File: src/rtl/ptk_map.vh
`ifndef PTK_MAP_VH
`define PTK_MAP_VH
// Register byte offsets
`define PTK_REG_TIME      12'h000
`define PTK_REG_DATE      12'h004
`define PTK_REG_LEAP_LEN  12'h008
`define PTK_REG_LEAP_DATE 12'h00c
`define PTK_REG_CTRL      12'h010
`define PTK_REG_SLEW      12'h014
`define PTK_REG_SYNC      12'h018
`define PTK_REG_TUNE      12'h01c
`define PTK_REG_TEST      12'h020
`define PTK_REG_STATUS    12'h024
// TIME word fields: hours, minutes, seconds
`define PTK_HR_LSB  16
`define PTK_MIN_LSB 8
`define PTK_SEC_LSB 0
// CTRL bits
`define PTK_CTRL_REMOTE  0
`define PTK_CTRL_STANDBY 1
`define PTK_CTRL_DISPLAY 2
`define PTK_CTRL_LEAP    3
`define PTK_CTRL_FATAL   4
// Limits
`define PTK_MAX_HR   5'd23
`define PTK_MAX_MIN  6'd59
`define PTK_MAX_DATE 17'd99999
`define PTK_LEAP_LEN_RST 7'd60
`define PTK_TEST_ALL  5'h1f
`define PTK_TEST_LAST 5'd17
// Error codes
`define PTK_ERR_NONE   9'd0
`define PTK_ERR_REMOTE 9'd201
`define PTK_ERR_STBY   9'd203
// Sync selection codes
`define PTK_SYNC_OFF   2'd0
`define PTK_SYNC_FRONT 2'd1
`define PTK_SYNC_REAR  2'd2
// Sync timeout
`define PTK_SYNC_TMO_MS 1500
`define PTK_CLK_HZ      20000000
`define PTK_SYNC_TMO_CYC (`PTK_SYNC_TMO_MS * (`PTK_CLK_HZ / 1000))
`endif

File: src/rtl/ptk_precision_time.v
// Contract
// - Keep 24-hour time, reject out-of-range values
// - Round supplied time fields to integer
// - Accept day number 0 to 99999 only
// - Day starts at zero, increments at midnight
// - Setting commands need remote mode
// - Refused non-remote setting reports error 201
// - Self-test only in standby or fatal, else 203
// - Selector 0..17 runs one, -1 runs all
// - Test result: 0 pass, 1 fail
// - Display lit when enabled and time set
// - Programmable pre-leap minute length
// - Leap state on schedules with latest values
// - New length while pending reschedules
// - New leap date while pending reschedules
// - Idle leap date reads max of written, current
// - Idle leap length reads last written
// - Leap state reads 1 pending, 0 idle
// - Slew shifts epoch once, 50 ns steps
// - Standby clear resumes; standby reads back
// - Arm front, rear or none; read back
// - Disarm on cancel, pulse or 1.5 s
// - Tuning accepted only in standby
//
// The APB register port and the placing of the registers are this design's own decisions.
`include "ptk_map.vh"
`timescale 1ns/1ps
`default_nettype none
module ptk_precision_time #(
   parameter SYNC_TMO_CYC = `PTK_SYNC_TMO_CYC,
   parameter NTESTS = 18
) (
   input wire pclk,
   input wire presetn,
   input wire psel,
   input wire penable,
   input wire pwrite,
   input wire [11:0] paddr,
   input wire [31:0] pwdata,
   output reg [31:0] prdata,
   output reg pready,
   output reg pslverr,
   input wire pps_tick,
   input wire sync_front,
   input wire sync_rear,
   input wire [NTESTS-1:0] test_fail,
   output reg display_on,
   output reg [15:0] reference_tuning,
   output reg [22:0] slew_offset,
   output reg slew_pulse,
   output reg [1:0] sync_port_arm,
   output reg [8:0] error_code
);
   reg [4:0] hr_q;
   reg [5:0] min_q;
   reg [5:0] sec_q;
   reg [16:0] day_number_q;
   reg time_set_q;
   reg remote_q;
   reg standby_q;
   reg disp_en_q;
   reg fatal_q;
   reg leap_event_q;
   reg [6:0] leap_len_q;
   reg [16:0] leap_date_q;
   reg leap_done_q;
   reg test_res_q;
   reg [31:0] tmo_q;
   wire wr = psel & penable & pwrite;
   // Read data and error are loaded at setup so they stand with pready
   wire rd = psel & ~penable & ~pwrite;
   // Fields are fixed point with one fraction bit; add half then truncate
   wire [6:0] w_hr = pwdata[`PTK_HR_LSB+7:`PTK_HR_LSB+1] +
                     {6'd0, pwdata[`PTK_HR_LSB]};
   wire [6:0] w_min = pwdata[`PTK_MIN_LSB+7:`PTK_MIN_LSB+1] +
                      {6'd0, pwdata[`PTK_MIN_LSB]};
   wire [6:0] w_sec = pwdata[`PTK_SEC_LSB+7:`PTK_SEC_LSB+1] +
                      {6'd0, pwdata[`PTK_SEC_LSB]};
   wire time_ok = (w_hr <= {2'd0, `PTK_MAX_HR}) &&
                  (w_min <= {1'd0, `PTK_MAX_MIN}) &&
                  (w_sec <= {1'd0, `PTK_MAX_MIN});
   wire date_ok = pwdata[16:0] <= `PTK_MAX_DATE;
   wire setting = (paddr == `PTK_REG_TIME) || (paddr == `PTK_REG_DATE) ||
                  (paddr == `PTK_REG_LEAP_LEN) ||
                  (paddr == `PTK_REG_LEAP_DATE) ||
                  (paddr == `PTK_REG_SLEW) || (paddr == `PTK_REG_SYNC) ||
                  (paddr == `PTK_REG_TUNE);
   wire ctrl_wr = wr && (paddr == `PTK_REG_CTRL);
   // Remote bit itself is always writable so software can enter remote mode
   wire ok_wr = wr && remote_q;
   wire refused = wr && !remote_q &&
                  (setting || (ctrl_wr &&
                   (pwdata[4:1] != {fatal_q, leap_event_q, disp_en_q,
                                    standby_q})));
   wire mapped = setting || ctrl_wr || (paddr == `PTK_REG_CTRL) ||
                 (paddr == `PTK_REG_TEST) || (paddr == `PTK_REG_STATUS);
   // Current minute length is the programmed one only on the leap day's last
   wire leap_min = leap_event_q && (day_number_q == leap_date_q) &&
                   (hr_q == `PTK_MAX_HR) && (min_q == `PTK_MAX_MIN);
   wire [6:0] min_end = leap_min ? leap_len_q - 7'd1 : 7'd59;
   wire sec_wrap = ({1'b0, sec_q} >= min_end);
   wire midnight = sec_wrap && (min_q == `PTK_MAX_MIN) &&
                   (hr_q == `PTK_MAX_HR);
   // Test selector -1 in low 5 bits selects the full set
   wire [4:0] tsel = pwdata[4:0];
   wire test_all = (tsel == `PTK_TEST_ALL);
   wire test_sel_ok = test_all || (tsel <= `PTK_TEST_LAST);
   wire test_allowed = standby_q || fatal_q;
   // Leap date read: the larger of stored and today when idle
   wire [16:0] leap_date_rd = (!leap_event_q && day_number_q > leap_date_q) ?
                              day_number_q : leap_date_q;
   wire [NTESTS-1:0] sel_mask;
   genvar gi;
   generate
      for (gi = 0; gi < NTESTS; gi = gi + 1) begin : g_sel
         assign sel_mask[gi] = test_all || (tsel == gi);
      end
   endgenerate
   wire [31:0] tmo_last = SYNC_TMO_CYC - 1;
   always @(posedge pclk or negedge presetn) begin
      if (!presetn) begin
         hr_q <= 5'd0;
         min_q <= 6'd0;
         sec_q <= 6'd0;
         day_number_q <= 17'd0;
         time_set_q <= 1'b0;
         remote_q <= 1'b0;
         standby_q <= 1'b0;
         disp_en_q <= 1'b0;
         fatal_q <= 1'b0;
         leap_event_q <= 1'b0;
         leap_len_q <= `PTK_LEAP_LEN_RST;
         leap_date_q <= 17'd0;
         leap_done_q <= 1'b0;
         test_res_q <= 1'b0;
         tmo_q <= 32'd0;
         prdata <= 32'h0000_0000;
         pready <= 1'b0;
         pslverr <= 1'b0;
         display_on <= 1'b0;
         reference_tuning <= 16'h0000;
         slew_offset <= 23'h000000;
         slew_pulse <= 1'b0;
         sync_port_arm <= `PTK_SYNC_OFF;
         error_code <= `PTK_ERR_NONE;
      end else begin
         pready <= psel & ~penable;
         pslverr <= 1'b0;
         slew_pulse <= 1'b0;
         leap_done_q <= 1'b0;
         // Timekeeping
         if (pps_tick) begin
            if (sec_wrap) begin
               sec_q <= 6'd0;
               if (min_q == `PTK_MAX_MIN) begin
                  min_q <= 6'd0;
                  if (hr_q == `PTK_MAX_HR)
                     hr_q <= 5'd0;
                  else
                     hr_q <= hr_q + 5'd1;
               end else begin
                  min_q <= min_q + 6'd1;
               end
            end else begin
               sec_q <= sec_q + 6'd1;
            end
            if (midnight) begin
               day_number_q <= (day_number_q == `PTK_MAX_DATE) ?
                               17'd0 : day_number_q + 17'd1;
               if (leap_min)
                  leap_event_q <= 1'b0;
            end
         end
         // Sync arming; a tick alone never disarms
         if (sync_port_arm != `PTK_SYNC_OFF) begin
            tmo_q <= tmo_q + 32'd1;
            if ((sync_port_arm == `PTK_SYNC_FRONT && sync_front) ||
                (sync_port_arm == `PTK_SYNC_REAR && sync_rear) ||
                tmo_q >= tmo_last)
               sync_port_arm <= `PTK_SYNC_OFF;
         end
         display_on <= disp_en_q && time_set_q;
         if (psel && !penable)
            pslverr <= !mapped;
         if (rd) begin
               case (paddr)
                  `PTK_REG_TIME: prdata <= {11'd0, hr_q, 2'd0, min_q,
                                            2'd0, sec_q};
                  `PTK_REG_DATE: prdata <= {15'd0, day_number_q};
                  `PTK_REG_LEAP_LEN: prdata <= {25'd0, leap_len_q};
                  `PTK_REG_LEAP_DATE: prdata <= {15'd0, leap_date_rd};
                  `PTK_REG_CTRL: prdata <= {27'd0, fatal_q, leap_event_q,
                                            disp_en_q, standby_q,
                                            remote_q};
                  `PTK_REG_SLEW: prdata <= {9'd0, slew_offset};
                  `PTK_REG_SYNC: prdata <= {30'd0, sync_port_arm};
                  `PTK_REG_TUNE: prdata <= {16'd0, reference_tuning};
                  `PTK_REG_TEST: prdata <= {31'd0, test_res_q};
                  `PTK_REG_STATUS: prdata <= {22'd0, display_on, error_code};
                  default: prdata <= 32'h0000_0000;
               endcase
         end
         // Bus access phase; pready high at this edge completes it
         if (psel && penable && pready) begin
            pready <= 1'b0;
            if (refused)
               error_code <= `PTK_ERR_REMOTE;
            if (wr && paddr == `PTK_REG_STATUS)
               error_code <= `PTK_ERR_NONE;
            if (ctrl_wr) begin
               remote_q <= pwdata[`PTK_CTRL_REMOTE];
               if (remote_q) begin
                  standby_q <= pwdata[`PTK_CTRL_STANDBY];
                  disp_en_q <= pwdata[`PTK_CTRL_DISPLAY];
                  fatal_q <= pwdata[`PTK_CTRL_FATAL];
                  // Turning on uses the latest length and date
                  leap_event_q <= pwdata[`PTK_CTRL_LEAP];
               end
            end
            if (ok_wr) begin
               case (paddr)
                  `PTK_REG_TIME: if (time_ok) begin
                     hr_q <= w_hr[4:0];
                     min_q <= w_min[5:0];
                     sec_q <= w_sec[5:0];
                     time_set_q <= 1'b1;
                  end
                  `PTK_REG_DATE: if (date_ok)
                     day_number_q <= pwdata[16:0];
                  // Pending event picks up the new length in place
                  `PTK_REG_LEAP_LEN: if (pwdata[6:0] != 7'd0)
                     leap_len_q <= pwdata[6:0];
                  `PTK_REG_LEAP_DATE: if (date_ok)
                     leap_date_q <= pwdata[16:0];
                  `PTK_REG_SLEW: begin
                     slew_offset <= pwdata[22:0];
                     slew_pulse <= 1'b1;
                  end
                  `PTK_REG_SYNC: begin
                     sync_port_arm <= (pwdata[1:0] == 2'd3) ?
                                      `PTK_SYNC_OFF : pwdata[1:0];
                     tmo_q <= 32'd0;
                  end
                  `PTK_REG_TUNE: if (standby_q)
                     reference_tuning <= pwdata[15:0];
                  default: ;
               endcase
            end
            if (wr && paddr == `PTK_REG_TEST) begin
               if (!test_allowed)
                  error_code <= `PTK_ERR_STBY;
               else if (test_sel_ok)
                  test_res_q <= |(test_fail & sel_mask);
            end
         end
      end
   end
endmodule
`default_nettype wire

File: config.mk
export PLATFORM = sky130hd
export DESIGN_NAME = ptk_precision_time
export DESIGN_NICKNAME = d
export VERILOG_FILES = /design/src/rtl/ptk_precision_time.v
export VERILOG_INCLUDE_DIRS = /design/src /design/src/rtl
export SDC_FILE = /design/constraint.sdc
export NUM_CORES = 1
export LEC_CHECK = 0
export BUFFER_PORTS_ARGS = -buffer_cell sky130_fd_sc_hd__buf_2
export CORE_MARGIN = 4
export CORE_UTILIZATION = 25
export DETAILED_ROUTE_END_ITERATION = 10
export PLACE_DENSITY = 0.42
export SYNTH_ARGS = -nofsm -noshare
export SYNTH_HDL_FRONTEND = slang
export SYNTH_SLANG_ARGS = --single-unit
File: constraint.sdc
create_clock -name pclk -period 4.7 [get_ports pclk]
set_input_delay 0.235 -clock pclk [delete_from_list [all_inputs] [get_ports pclk]]
set_output_delay 0.235 -clock pclk [all_outputs]
set_load 0.05 [all_outputs]
==> load_flow_metrics.sql, run 1 <==
INSERT INTO impl_metrics (metric_group, metric, value, unit) VALUES
('setup_path', 'reg2regPathDepth', '13', ''),
('min_path', 'hold_path.class', 'primary input to flop', ''),
('sta', 'max_slew_margin', '0.229', ''),
('place', 'place.detailed.instances', '1886', ''),
('clock_tree', 'tritoncts_clock_tree', 'yes', ''),
('place', 'detailed_placer_s_ending_hpwl', '31.8', 'mm'),
('global_route', 'first_pass_grt_wire_length', '64.1', 'mm'),
('clock_tree', 'clock_tree.buffer_depth', '2', ''),
('sta', 'final-setup-viol-count', '0', ''),
('yosys', 'synth_flop_cell', 'sky130_fd_sc_hd__dfrtp_1', ''),
('setup_path', 'r2r-end', 'min_q[4]', ''),
('floorplan', 'starting_density', '0.253', ''),
('global_route', 'antenna_violations_before_repair', '6', ''),
('yosys', 'ys_seq_elements', '174', ''),
('sta', 'maxClockFrequency', '0.235', 'GHz'),
('clock_tree', 'clkTransAtPathRegs', '0.08', 'ns'),
('clock_tree', 'clock_tree.htree_level_count', '4', ''),
('yosys', 'yosys_warnings', '0', ''),
('yosys', 'synthCells', '1197', ''),
('power', 'power.sequential.fraction', '0.462', ''),
('clock_tree', 'clkSinkCount', '174', ''),
('drt', 'drtAntennaViolNets', '0', ''),
('setup_path', 'worstPathMaxFanout', '14', ''),
('power', 'power_per_cell_area', '263', 'nW/µm²'),
('setup_path', 'crit_path_start_kind', 'flop', ''),
('yosys', 'async_reset_ff_frac', '1.00', ''),
('yosys', 'netlist_area', '10900', 'µm²'),
('sta', 'grt_setup_unrepaired', 'no', ''),
('power', 'pwr-share-clk', '0.429', ''),
('clock_tree', 'postCtsSetupRepairBufs', '0', ''),
('drt', 'detailedRoute.firstIterationViolations', '751', ''),
('finish', 'final_cell_count_no_fill', '1919', ''),
('drt', 'drc_violation_count_after_routing', '0', ''),
('power', 'worst_ir_drop_vdd', '171', 'µV'),
('floorplan', 'std_cell_rows', '76', ''),
('sta', 'skew', '0.0199', 'ns'),
('yosys', 'yosysUniqueCellTypes', '77', ''),
('run', 'drv.max_cap_violation_count', '0', ''),
('sta', 'max_slew.worst_pin.slew', '1.15', 'ns'),
('setup_path', 'worst_ep_required_time', '5.03', 'ns'),
('floorplan', 'core', '43100', 'µm²'),
('min_path', 'hold_path_depth', '2', ''),
('drt', 'post_drt_via_cell_ratio', '5.16', ''),
('setup_path', 'critical-path-slowest-cell', 'sky130_fd_sc_hd__dfrtp_1', ''),
('sta', 'post-route-min-period', '4.26', 'ns'),
('finish', 'diodes', '0', ''),
('floorplan', 'design.portCount', '156', ''),
('finish', 'layout-drive-gt1-share', '0.218', ''),
('outcome', 'outcome', 'complete, no violations', ''),
('yosys', 'post_synth.cell_area_avg', '9.10', 'µm²'),
('sta', 'fin_tns_setup', '0', 'ns'),
('drt', 'drtPass1Iterations', '5', ''),
('clock_tree', 'cts-buffers-inserted', '17', ''),
('power', 'power_leakage', '5.75', 'nW'),
('setup_path', 'series_of_cell_instances_along_the_critical_path', 'ha_1 > nand4_1 > nor2_1 > and4_1 > nand2_1 > ha_1 > nand2_1 > o21ai_0 > a41oi_2 > buf_4 > o41ai_1 > o41a_1 > a21oi_1', ''),
('yosys', 'synth_edf_count', '0', ''),
('min_path', 'min_to', 'slew_offset[17]', ''),
('global_route', 'gr-total-overflow', '0', ''),
('setup_path', 'regToRegSetupSlack', '0.44', 'ns'),
('clock_tree', 'post_cts_resize_count', '0', ''),
('global_route', 'grt.total_usage', '0.181', ''),
('place', 'portBuffers', '138', ''),
('finish', 'syn2layout_area_growth', '19.0', '%'),
('power', 'switchingPower', '1.04', 'mW'),
('clock_tree', 'cts_root_buffer', 'sky130_fd_sc_hd__clkbuf_16', ''),
('floorplan', 'die_x', '217', 'µm'),
('drt', 'drt_total_wl', '42.7', 'mm'),
('sta', 'hold_violations', '0', ''),
('clock_tree', 'clock_latency', '0.47', 'ns'),
('clock_tree', 'cts-hold-fix-buffers', '1', ''),
('setup_path', 'category_of_cells_accounting_for_the_largest_share_of_critical_path_delay', 'compound AO/OA/AOI/OAI gates', '');
-- synth_stat cells (6+ instances only) --
cell / number / share of area
sky130_fd_sc_hd__xor2_1: 34 / 0.027
sky130_fd_sc_hd__a22oi_1: 22 / 0.015
sky130_fd_sc_hd__o211ai_1: 17 / 0.012
sky130_fd_sc_hd__and2_1: 7 / 0.0040
sky130_fd_sc_hd__o21ai_0: 85 / 0.039
sky130_fd_sc_hd__a31oi_1: 8 / 0.0046
sky130_fd_sc_hd__and3_1: 14 / 0.0080
sky130_fd_sc_hd__a311o_1: 6 / 0.0055
sky130_fd_sc_hd__buf_4: 9 / 0.0062
sky130_fd_sc_hd__mux2_2: 53 / 0.055
sky130_fd_sc_hd__o21a_1: 11 / 0.0076
sky130_fd_sc_hd__nor4_1: 25 / 0.014
sky130_fd_sc_hd__ha_1: 43 / 0.049
sky130_fd_sc_hd__a21oi_1: 34 / 0.016
sky130_fd_sc_hd__buf_2: 13 / 0.0060
sky130_fd_sc_hd__clkbuf_1: 59 / 0.020
sky130_fd_sc_hd__nand2_1: 125 / 0.043
sky130_fd_sc_hd__nor3_1: 27 / 0.012
sky130_fd_sc_hd__nor2_1: 80 / 0.028
sky130_fd_sc_hd__o2bb2ai_1: 7 / 0.0056
sky130_fd_sc_hd__and4_1: 11 / 0.0088
sky130_fd_sc_hd__nand2b_1: 7 / 0.0040
sky130_fd_sc_hd__mux2i_1: 21 / 0.019
sky130_fd_sc_hd__xnor2_1: 28 / 0.023
sky130_fd_sc_hd__or4_1: 7 / 0.0048
sky130_fd_sc_hd__nor2b_1: 15 / 0.0086
sky130_fd_sc_hd__dfrtp_1: 170 / 0.39
sky130_fd_sc_hd__or3_1: 6 / 0.0034
sky130_fd_sc_hd__a22o_1: 6 / 0.0048
sky130_fd_sc_hd__a32oi_1: 8 / 0.0064
sky130_fd_sc_hd__nand4_1: 38 / 0.022
sky130_fd_sc_hd__nand3_1: 63 / 0.029
sky130_fd_sc_hd__inv_1: 44 / 0.015
-- flip-flops by register name, summed over array words and instances, names as in the netlist --
name and flops:
tmo_q 32, prdata 23, slew_offset 23, day_number_q 17
leap_date_q 17, reference_tuning 16, error_code 9, leap_len_q 7
min_q 6, sec_q 6, hr_q 5, sync_port_arm 2
disp_en_q 1, display_on 1, fatal_q 1, leap_event_q 1
pready 1, pslverr 1, remote_q 1, slew_pulse 1
standby_q 1, test_res_q 1, time_set_q 1
-- layout by cell type, fill, tap and decap left out, drive strengths merged, types with 8 or more instances in the layout --
| cell type | netlist | routed |
|---|---|---|
| nor2b | 15 | 15 |
| conb | 1 | 9 |
| a21oi | 34 | 34 |
| a22oi | 22 | 22 |
| nor3 | 28 | 28 |
| a31oi | 8 | 8 |
| o21a | 11 | 11 |
| and3 | 14 | 14 |
| mux2i | 21 | 21 |
| o211ai | 17 | 17 |
| ha | 43 | 43 |
| inv | 44 | 53 |
| mux2 | 54 | 54 |
| buf | 25 | 180 |
| and2 | 9 | 9 |
| xnor2 | 28 | 28 |
| nand4 | 38 | 38 |
| dfrtp | 170 | 170 |
| clkbuf | 60 | 18 |
| nand2 | 125 | 125 |
| nor4 | 27 | 27 |
| xor2 | 34 | 34 |
| and4 | 11 | 11 |
| a32oi | 8 | 8 |
| nand3 | 63 | 63 |
| o21ai | 85 | 85 |
| nor2 | 80 | 80 |
-- final cells by class --
class	instances	area (µm²)
fill	4570	30100
tap	585	732
timing repair buffer	182	1040
clock inverter	15	166
clock buffer	17	425
sequential	174	4360
inverter	44	165
multi-input combinational	902	6070
-- metrics by stage --
stage           util  instance area, µm²  total power, mW  hold slack [ns]  worst slack [ns]
4_1_cts        0.301               13000             3.47           0.0592             0.454
3_3_place_gp   0.287               12400             1.98            0.317             0.614
5_1_grt        0.301               13000             3.58           0.0616             0.123
6_report       0.301               13000             3.42           0.0663             0.442
2_1_floorplan      -               10900             1.81          -0.0606              1.35
3_5_place_dp   0.287               12400             1.98            0.308             0.506
-- routing by layer --
metal / up-vias / global-route usage / part of all wire
met5: - / 0 / 0.0022
met4: 12 / 0.0548 / 0.023
li1: 4637 / - / -
met1: 4918 / 0.249 / 0.46
met2: 275 / 0.290 / 0.46
met3: 55 / 0.0345 / 0.048
-- worst max-delay path by stage --
stage                     cells past startpoint  slack [ns]              from  endpoint
after floorplan                              14        1.35          min_q[0]  min_q[4]
after detailed placement                     13        0.51  day_number_q[16]  min_q[4]
after CTS                                    13        0.45  day_number_q[16]  min_q[4]
final                                        13        0.44  day_number_q[16]  min_q[4]
after global routing                         13        0.12  day_number_q[16]   hr_q[3]
after global placement                       13        0.61  day_number_q[16]  min_q[4]
-- cell families after synthesis --
kind of cell / Yosys count / share of synthesized area
AO/OA/AOI/OAI: 259 / 0.161
XOR/XNOR: 62 / 0.0499
adder cells (fa/ha/maj): 43 / 0.0494
buffers and inverters: 129 / 0.0499
flip-flops: 174 / 0.400
multiplexers: 75 / 0.0755
other: 1 / 0.000344
AND/OR/NAND/NOR: 454 / 0.214
-- power by group through the flow --
stage / combinational, mW / sequential [mW] / clock, mW
after CTS: 0.377 / 1.58 / 1.52
after detailed placement: 0.374 / 1.61 / 0
after floorplan: 0.214 / 1.60 / 0
after global placement: 0.374 / 1.61 / 0
after global routing: 0.422 / 1.58 / 1.57
final: 0.372 / 1.58 / 1.46
Note: power is estimated with default switching activity, not from simulation.
==> run 2: changes to the inputs <==
--- a/config.mk
+++ b/config.mk
@@ -9,7 +9,7 @@
 export BUFFER_PORTS_ARGS = -buffer_cell sky130_fd_sc_hd__buf_2
 export CORE_MARGIN = 4
-export CORE_UTILIZATION = 25
+export CORE_UTILIZATION = 58
 export DETAILED_ROUTE_END_ITERATION = 10
-export PLACE_DENSITY = 0.42
+export PLACE_DENSITY = 0.82
 export SYNTH_ARGS = -nofsm -noshare
 export SYNTH_HDL_FRONTEND = slang
==> constraint.sdc (replaced) <==
create_clock -name pclk -period 4.7 [get_ports pclk]
set_input_delay 0.94 -clock pclk [delete_from_list [all_inputs] [get_ports pclk]]
set_output_delay 0.94 -clock pclk [all_outputs]
set_load 0.05 [all_outputs]
==> run 2 against run 1 <==
Final area shrank 4.1%. First-iteration DRC count rose by 51%. Sequential cell count did not move. Power down 2.1%. Register-to-register slack better by 0.05 ns. Sequential share of layout area up 1.4 points. Non-clock buffer count decreased by 13. Critical path type unchanged.
==> load_flow_metrics.sql, run 2 (same netlist as run 1, synthesis figures left out) <==
INSERT INTO impl_metrics (metric_group, metric, value, unit) VALUES
('clock_tree', 'clock_tree.htree_level_count', '4', ''),
('floorplan', 'std_cell_rows', '49', ''),
('clock_tree', 'post_cts_resize_count', '0', ''),
('floorplan', 'design.portCount', '156', ''),
('sta', 'number_of_max_slew_violations_in_the_final_report', '0', ''),
('sta', 'skew', '0.0115', 'ns'),
('setup_path', 'worst_ep_required_time', '5.01', 'ns'),
('setup_path', 'r2r-end', 'day_number_q[16]', ''),
('finish', 'syn2layout_area_growth', '14.2', '%'),
('power', 'power_per_cell_area', '269', 'nW/µm²'),
('drt', 'via_count', '10314', ''),
('clock_tree', 'clock_latency', '0.44', 'ns'),
('sta', 'max_slew.worst_pin.slew', '1.14', 'ns'),
('floorplan', 'core', '18200', 'µm²'),
('floorplan', 'die_x', '145', 'µm'),
('finish', 'layout.nets', '1421', ''),
('clock_tree', 'clkSinkCount', '174', ''),
('sta', 'maxClockFrequency', '0.237', 'GHz'),
('setup_path', 'crit_path_start_kind', 'flop', ''),
('place', 'routabilityCongestion', '0.998', ''),
('sta', 'grt_setup_unrepaired', 'no', ''),
('power', 'total_power', '3.34', 'mW'),
('finish', 'top_regs', 'tmo_q x32, prdata x23, slew_offset x23', ''),
('clock_tree', 'cts-hold-fix-buffers', '0', ''),
('global_route', 'grt_start_max_net_pins', '96', ''),
('drt', 'drt_total_wl', '34.8', 'mm'),
('global_route', 'first_global_vias', '9907', ''),
('drt', 'drtAntennaViolNets', '0', ''),
('floorplan', 'die_area', '21000', 'µm²'),
('setup_path', 'worstPathMaxFanout', '10', ''),
('min_path', 'hold_path.class', 'flop to flop', ''),
('global_route', 'antenna_violations_before_repair', '2', ''),
('sta', 'hold_violations', '0', ''),
('drt', 'detailedRoute.firstIterationViolations', '1135', ''),
('place', 'portBuffers', '138', ''),
('floorplan', 'starting_density', '0.598', ''),
('run', 'drv.max_cap_violation_count', '0', ''),
('setup_path', 'timing.critical_path.from', 'day_number_q[14]', ''),
('finish', 'layout.cells.most_common', 'sky130_fd_sc_hd__dfrtp_1', ''),
('power', 'worst_ir_drop_vdd', '278', 'µV'),
('drt', 'drc_violation_count_after_routing', '0', ''),
('global_route', 'gr-total-overflow', '0', ''),
('global_route', 'grt.total_usage', '0.323', ''),
('setup_path', 'reg2regPathDepth', '12', ''),
('place', 'detailed_placer_s_ending_hpwl', '25.0', 'mm'),
('clock_tree', 'cts-buffers-inserted', '17', ''),
('sta', 'post-route-min-period', '4.21', 'ns'),
('sta', 'final-setup-viol-count', '0', ''),
('setup_path', 'r2r_start', 'day_number_q[14]', ''),
('place', 'place.detailed.instances', '1518', ''),
('sta', 'post-route-period-util', '0.896', ''),
('power', 'power_leakage', '5.69', 'nW'),
('floorplan', 'dieHeight', '145', 'µm'),
('drt', 'drtPass1Iterations', '5', ''),
('finish', 'largest_register_ff_count', '32', ''),
('clock_tree', 'tritoncts_clock_tree', 'yes', ''),
('drt', 'post_drt_via_cell_ratio', '6.64', ''),
('outcome', 'outcome', 'complete, no violations', ''),
('clock_tree', 'clkTransAtPathRegs', '0.08', 'ns'),
('setup_path', 'critical_path_class', 'flop to flop', ''),
('clock_tree', 'clock_tree.buffer_depth', '2', ''),
('setup_path', 'cp_data_arrival_time', '4.52', 'ns'),
('finish', 'finish.instance_area', '12400', 'µm²'),
('sta', 'timing.hold.ws', '0.482', 'ns'),
('finish', 'largest-register', 'tmo_q', ''),
('global_route', 'first_pass_grt_wire_length', '54.1', 'mm'),
('drt', 'wl_per_cell', '22.4', 'µm'),
('sta', 'fin_tns_setup', '0', 'ns'),
('clock_tree', 'postCtsSetupRepairBufs', '0', ''),
('setup_path', 'worst_setup_path_endpoint', 'day_number_q[16]', ''),
('finish', 'final_cell_mix', 'sky130_fd_sc_hd__dfrtp_1, sky130_fd_sc_hd__buf_2, sky130_fd_sc_hd__nand2_1, sky130_fd_sc_hd__o21ai_0, sky130_fd_sc_hd__nor2_1', ''),
('setup_path', 'crit_path_end_kind', 'flop', ''),
('sta', 'max_slew_margin', '0.232', ''),
('finish', 'final_cell_count_no_fill', '1553', ''),
('finish', 'layout-drive-gt1-share', '0.211', ''),
('clock_tree', 'cts_root_buffer', 'sky130_fd_sc_hd__clkbuf_16', ''),
('setup_path', 'regToRegSetupSlack', '0.49', 'ns'),
('place', 'placed_cell_area', '11800', 'µm²');
==> run 2: cell types whose count changed in the layout (fill, tap and decap cells not counted) <==
cell,delta
sky130_fd_sc_hd__clkinv_4,-1
sky130_fd_sc_hd__clkinv_8,+2
sky130_fd_sc_hd__buf_12,+1
sky130_fd_sc_hd__clkinvlp_4,+1
sky130_fd_sc_hd__buf_6,+1
sky130_fd_sc_hd__clkbuf_8,-1
sky130_fd_sc_hd__dlygate4sd3_1,-1
sky130_fd_sc_hd__inv_6,+1
sky130_fd_sc_hd__clkinv_2,+1
sky130_fd_sc_hd__inv_8,-4
sky130_fd_sc_hd__buf_4,-13
sky130_fd_sc_hd__diode_2,+3
==> run 2: where the power goes <==
group / leakage [nW] / internal, mW / switching (mW)
Sequential: 2.12 / 1.53 / 0.0494
Combinational: 3.28 / 0.126 / 0.233
Clock: 0.285 / 0.711 / 0.698
==> run 2: cell type report <==
| type | count | area [µm²] |
|---|---|---|
| Multi-Input combinational cell | 902 | 6070 |
| Fill cell | 1420 | 5780 |
| Sequential cell | 174 | 4360 |
| Timing Repair Buffer | 169 | 955 |
| Clock buffer | 17 | 425 |
| Tap cell | 229 | 287 |
| Clock inverter | 15 | 166 |
| Inverter | 44 | 165 |
| Antenna cell | 3 | 7.51 |
==> run 2: metal layers <==
metal  GRT usage  wire, µm  vias up
li1            -         -     4601
met1       0.434     13800     4934
met2       0.494     15400      635
met3      0.0705      3640      144
met4       0.169      1930        0
met5           0         0        -
==> run 2: how the worst min path moves through the flow <==
stage / startpoint / to / slack (ns) / cells past startpoint
finish: prdata[21] / prdata[21] / 0.48 / 2
global placement: time_set_q / time_set_q / 0.44 / 1
global route: prdata[21] / prdata[21] / 0.52 / 2
detailed placement: prdata[21] / prdata[21] / 0.46 / 2
CTS: prdata[21] / prdata[21] / 0.48 / 2
floorplan: time_set_q / time_set_q / 0.43 / 1
==> run 2: worst max-delay path, stage by stage, from the launching register on <==
cell	delay [ns]
sky130_fd_sc_hd__dfrtp_1	0.47
sky130_fd_sc_hd__ha_1	0.34
sky130_fd_sc_hd__nand4_1	0.14
sky130_fd_sc_hd__nor2_1	0.41
sky130_fd_sc_hd__and4_1	0.51
sky130_fd_sc_hd__nand2_1	0.10
sky130_fd_sc_hd__ha_1	0.31
sky130_fd_sc_hd__nand2_1	0.05
sky130_fd_sc_hd__o21ai_0	0.28
sky130_fd_sc_hd__a41o_1	0.42
sky130_fd_sc_hd__o311ai_2	0.33
sky130_fd_sc_hd__o21ai_0	0.53
sky130_fd_sc_hd__o21ai_0	0.17
==> run 2: metrics by stage <==
stage / utilization / setup WS (ns)
floorplan: - / 1.35
global placement: 0.650 / 0.692
detailed placement: 0.650 / 0.650
CTS: 0.682 / 0.594
global route: 0.683 / 0.138
finish: 0.683 / 0.487
==> run 3: changes to the inputs <==
Settings changed: CELL_PAD_IN_SITES_DETAIL_PLACEMENT from default to 0, CELL_PAD_IN_SITES_GLOBAL_PLACEMENT from default to 2, CORE_ASPECT_RATIO from default to 1.2, CORE_UTILIZATION 58 to 36.
==> run 3 against run 2 <==
Sequential share of layout area decreased by 0.86 points. Hold slack worse by 0.014 ns. Core utilization shrank 25 points. Largest power group unchanged. Sequential cell count is the same. Power grew 1.9%. Count of clock-buffer cells in the layout stayed put. Die area grew 57%.
==> load_flow_metrics.sql, run 3 (same netlist as run 1, synthesis figures left out) <==
INSERT INTO impl_metrics (metric_group, metric, value, unit) VALUES
('outcome', 'outcome', 'complete, no violations', ''),
('clock_tree', 'clock_tree.htree_level_count', '4', ''),
('finish', 'finish.instance_area', '12700', 'µm²'),
('setup_path', 'category_of_cells_accounting_for_the_largest_share_of_critical_path_delay', 'simple AND/OR/NAND/NOR gates', ''),
('setup_path', 'cp_data_arrival_time', '4.63', 'ns'),
('sta', 'post-route-min-period', '4.24', 'ns'),
('finish', 'layout.nets', '1437', ''),
('place', 'routabilityCongestion', '0.915', ''),
('sta', 'final-setup-viol-count', '0', ''),
('sta', 'grt_setup_unrepaired', 'no', ''),
('setup_path', 'crit_path_start_kind', 'flop', ''),
('drt', 'wl_per_cell', '22.5', 'µm'),
('min_path', 'hold_path.class', 'flop to flop', ''),
('finish', 'final_cell_mix', 'sky130_fd_sc_hd__dfrtp_1, sky130_fd_sc_hd__buf_2, sky130_fd_sc_hd__nand2_1, sky130_fd_sc_hd__o21ai_0, sky130_fd_sc_hd__nor2_1', ''),
('finish', 'largest_register_ff_count', '32', ''),
('drt', 'drtPass1Iterations', '5', ''),
('clock_tree', 'post_cts_resize_count', '0', ''),
('clock_tree', 'clkTransAtPathRegs', '0.08', 'ns'),
('clock_tree', 'clkSinkCount', '174', ''),
('drt', 'detailedRoute.firstIterationViolations', '815', ''),
('clock_tree', 'cts-hold-fix-buffers', '0', ''),
('finish', 'multiInputGateArea', '6070', 'µm²'),
('drt', 'drt_total_wl', '38.9', 'mm'),
('finish', 'fill_cells', '3033', ''),
('floorplan', 'design.portCount', '156', ''),
('global_route', 'first_global_vias', '9734', ''),
('global_route', 'first_pass_grt_wire_length', '60.0', 'mm'),
('run', 'drv.max_cap_violation_count', '0', ''),
('setup_path', 'max_stage_delay', '0.52', 'ns'),
('global_route', 'grt_start_max_net_pins', '90', ''),
('floorplan', 'die_x', '167', 'µm'),
('setup_path', 'cp.buffers_inverters', '1', ''),
('power', 'power_per_cell_area', '267', 'nW/µm²'),
('drt', 'via_count', '9906', ''),
('setup_path', 'critical-path-slowest-cell', 'sky130_fd_sc_hd__and4_1', ''),
('sta', 'max_slew.worst_pin.slew', '1.17', 'ns'),
('sta', 'number_of_max_slew_violations_in_the_final_report', '0', ''),
('place', 'portBuffers', '138', ''),
('power', 'power_leakage', '5.77', 'nW'),
('sta', 'maxClockFrequency', '0.236', 'GHz'),
('floorplan', 'die_area', '33100', 'µm²'),
('finish', 'syn2layout_area_growth', '17.0', '%'),
('floorplan', 'std_cell_rows', '69', ''),
('setup_path', 'worstPathMaxFanout', '13', ''),
('clock_tree', 'tritoncts_clock_tree', 'yes', ''),
('finish', 'layout.core_utilization', '0.429', ''),
('clock_tree', 'cts_root_buffer', 'sky130_fd_sc_hd__clkbuf_16', ''),
('finish', 'layout-drive-gt1-share', '0.221', ''),
('sta', 'fin_tns_setup', '0', 'ns'),
('sta', 'hold_violations', '0', ''),
('finish', 'layout.area.seq', '4360', 'µm²'),
('global_route', 'grt.total_usage', '0.235', ''),
('drt', 'post_drt_via_cell_ratio', '5.73', ''),
('finish', 'layout.cells.most_common', 'sky130_fd_sc_hd__dfrtp_1', ''),
('sta', 'post-route-period-util', '0.903', ''),
('clock_tree', 'clock_latency', '0.45', 'ns'),
('sta', 'max_slew_margin', '0.203', ''),
('power', 'worst_ir_drop_vdd', '250', 'µV'),
('clock_tree', 'postCtsSetupRepairBufs', '0', ''),
('global_route', 'antenna_violations_before_repair', '2', ''),
('place', 'detailed_placer_s_ending_hpwl', '28.9', 'mm'),
('sta', 'skew', '0.0142', 'ns'),
('place', 'placed_cell_area', '12100', 'µm²'),
('floorplan', 'core', '29700', 'µm²'),
('floorplan', 'dieHeight', '199', 'µm'),
('clock_tree', 'clock_tree.buffer_depth', '2', ''),
('setup_path', 'critical_path_class', 'flop to flop', ''),
('setup_path', 'crit_path_end_kind', 'flop', ''),
('finish', 'top_regs', 'tmo_q x32, prdata x23, slew_offset x23', ''),
('clock_tree', 'cts-buffers-inserted', '17', ''),
('setup_path', 'worst_ep_required_time', '5.09', 'ns'),
('finish', 'largest-register', 'tmo_q', ''),
('drt', 'drc_violation_count_after_routing', '0', ''),
('global_route', 'gr-total-overflow', '0', ''),
('setup_path', 'series_of_cell_instances_along_the_critical_path', 'ha_1 > nand4_1 > nor2_1 > and4_1 > nand2_1 > ha_1 > nand2_1 > o21ai_0 > a41oi_2 > buf_4 > or4_1 > nand3_1 > o21a_1', ''),
('floorplan', 'starting_density', '0.367', ''),
('drt', 'drtAntennaViolNets', '0', '');
run 3: worst paths after layout:
kind	to	slack (ns)	cells past startpoint	start
setup / recovery	min_q[5]	0.46	13	day_number_q[16]
hold / removal	time_set_q	0.47	1	time_set_q
setup reg to reg	min_q[5]	0.46	13	day_number_q[16]
hold reg to reg	time_set_q	0.47	1	time_set_q
max in group asynchronous	leap_date_q[1]	3.01	2	presetn
min in group asynchronous	leap_date_q[6]	0.58	1	presetn
run 3: cell type report:
cell class,count,area share
diodes,3,0.000589
clock buffers,17,0.0334
clock inverters,15,0.0133
inverters,44,0.0130
multi-input cells,902,0.476
flip-flops and latches,174,0.342
well taps,390,0.0383
repair buffers,185,0.0833
run 3: layer usage:
metal	GRT usage	part of all wire	vias to the layer above
li1	-	-	4641
met1	0.310	0.43	4897
met2	0.394	0.49	311
met3	0.0427	0.060	55
met4	0.0758	0.025	2
met5	0	0.00018	-
run 3: per-stage QoR:
| stage | hold WS (ns) | total power [mW] | setup slack (ns) | std cells |
|---|---|---|---|---|
| floorplan | 0.426 | 1.81 | 1.35 | 1205 |
| global placement | 0.445 | 1.98 | 0.572 | 1695 |
| detailed placement | 0.446 | 1.98 | 0.531 | 1695 |
| CTS | 0.468 | 3.44 | 0.511 | 1727 |
| global route | 0.500 | 3.55 | 0.182 | 1728 |
| finish | 0.468 | 3.41 | 0.456 | 1730 |
run 3: where the power goes:
| part | switching [mW] | internal [mW] | leakage (nW) | total [mW] |
|---|---|---|---|---|
| logic | 0.242 | 0.128 | 3.35 | 0.370 |
| clock network | 0.738 | 0.718 | 0.292 | 1.46 |
| registers | 0.0547 | 1.53 | 2.12 | 1.58 |
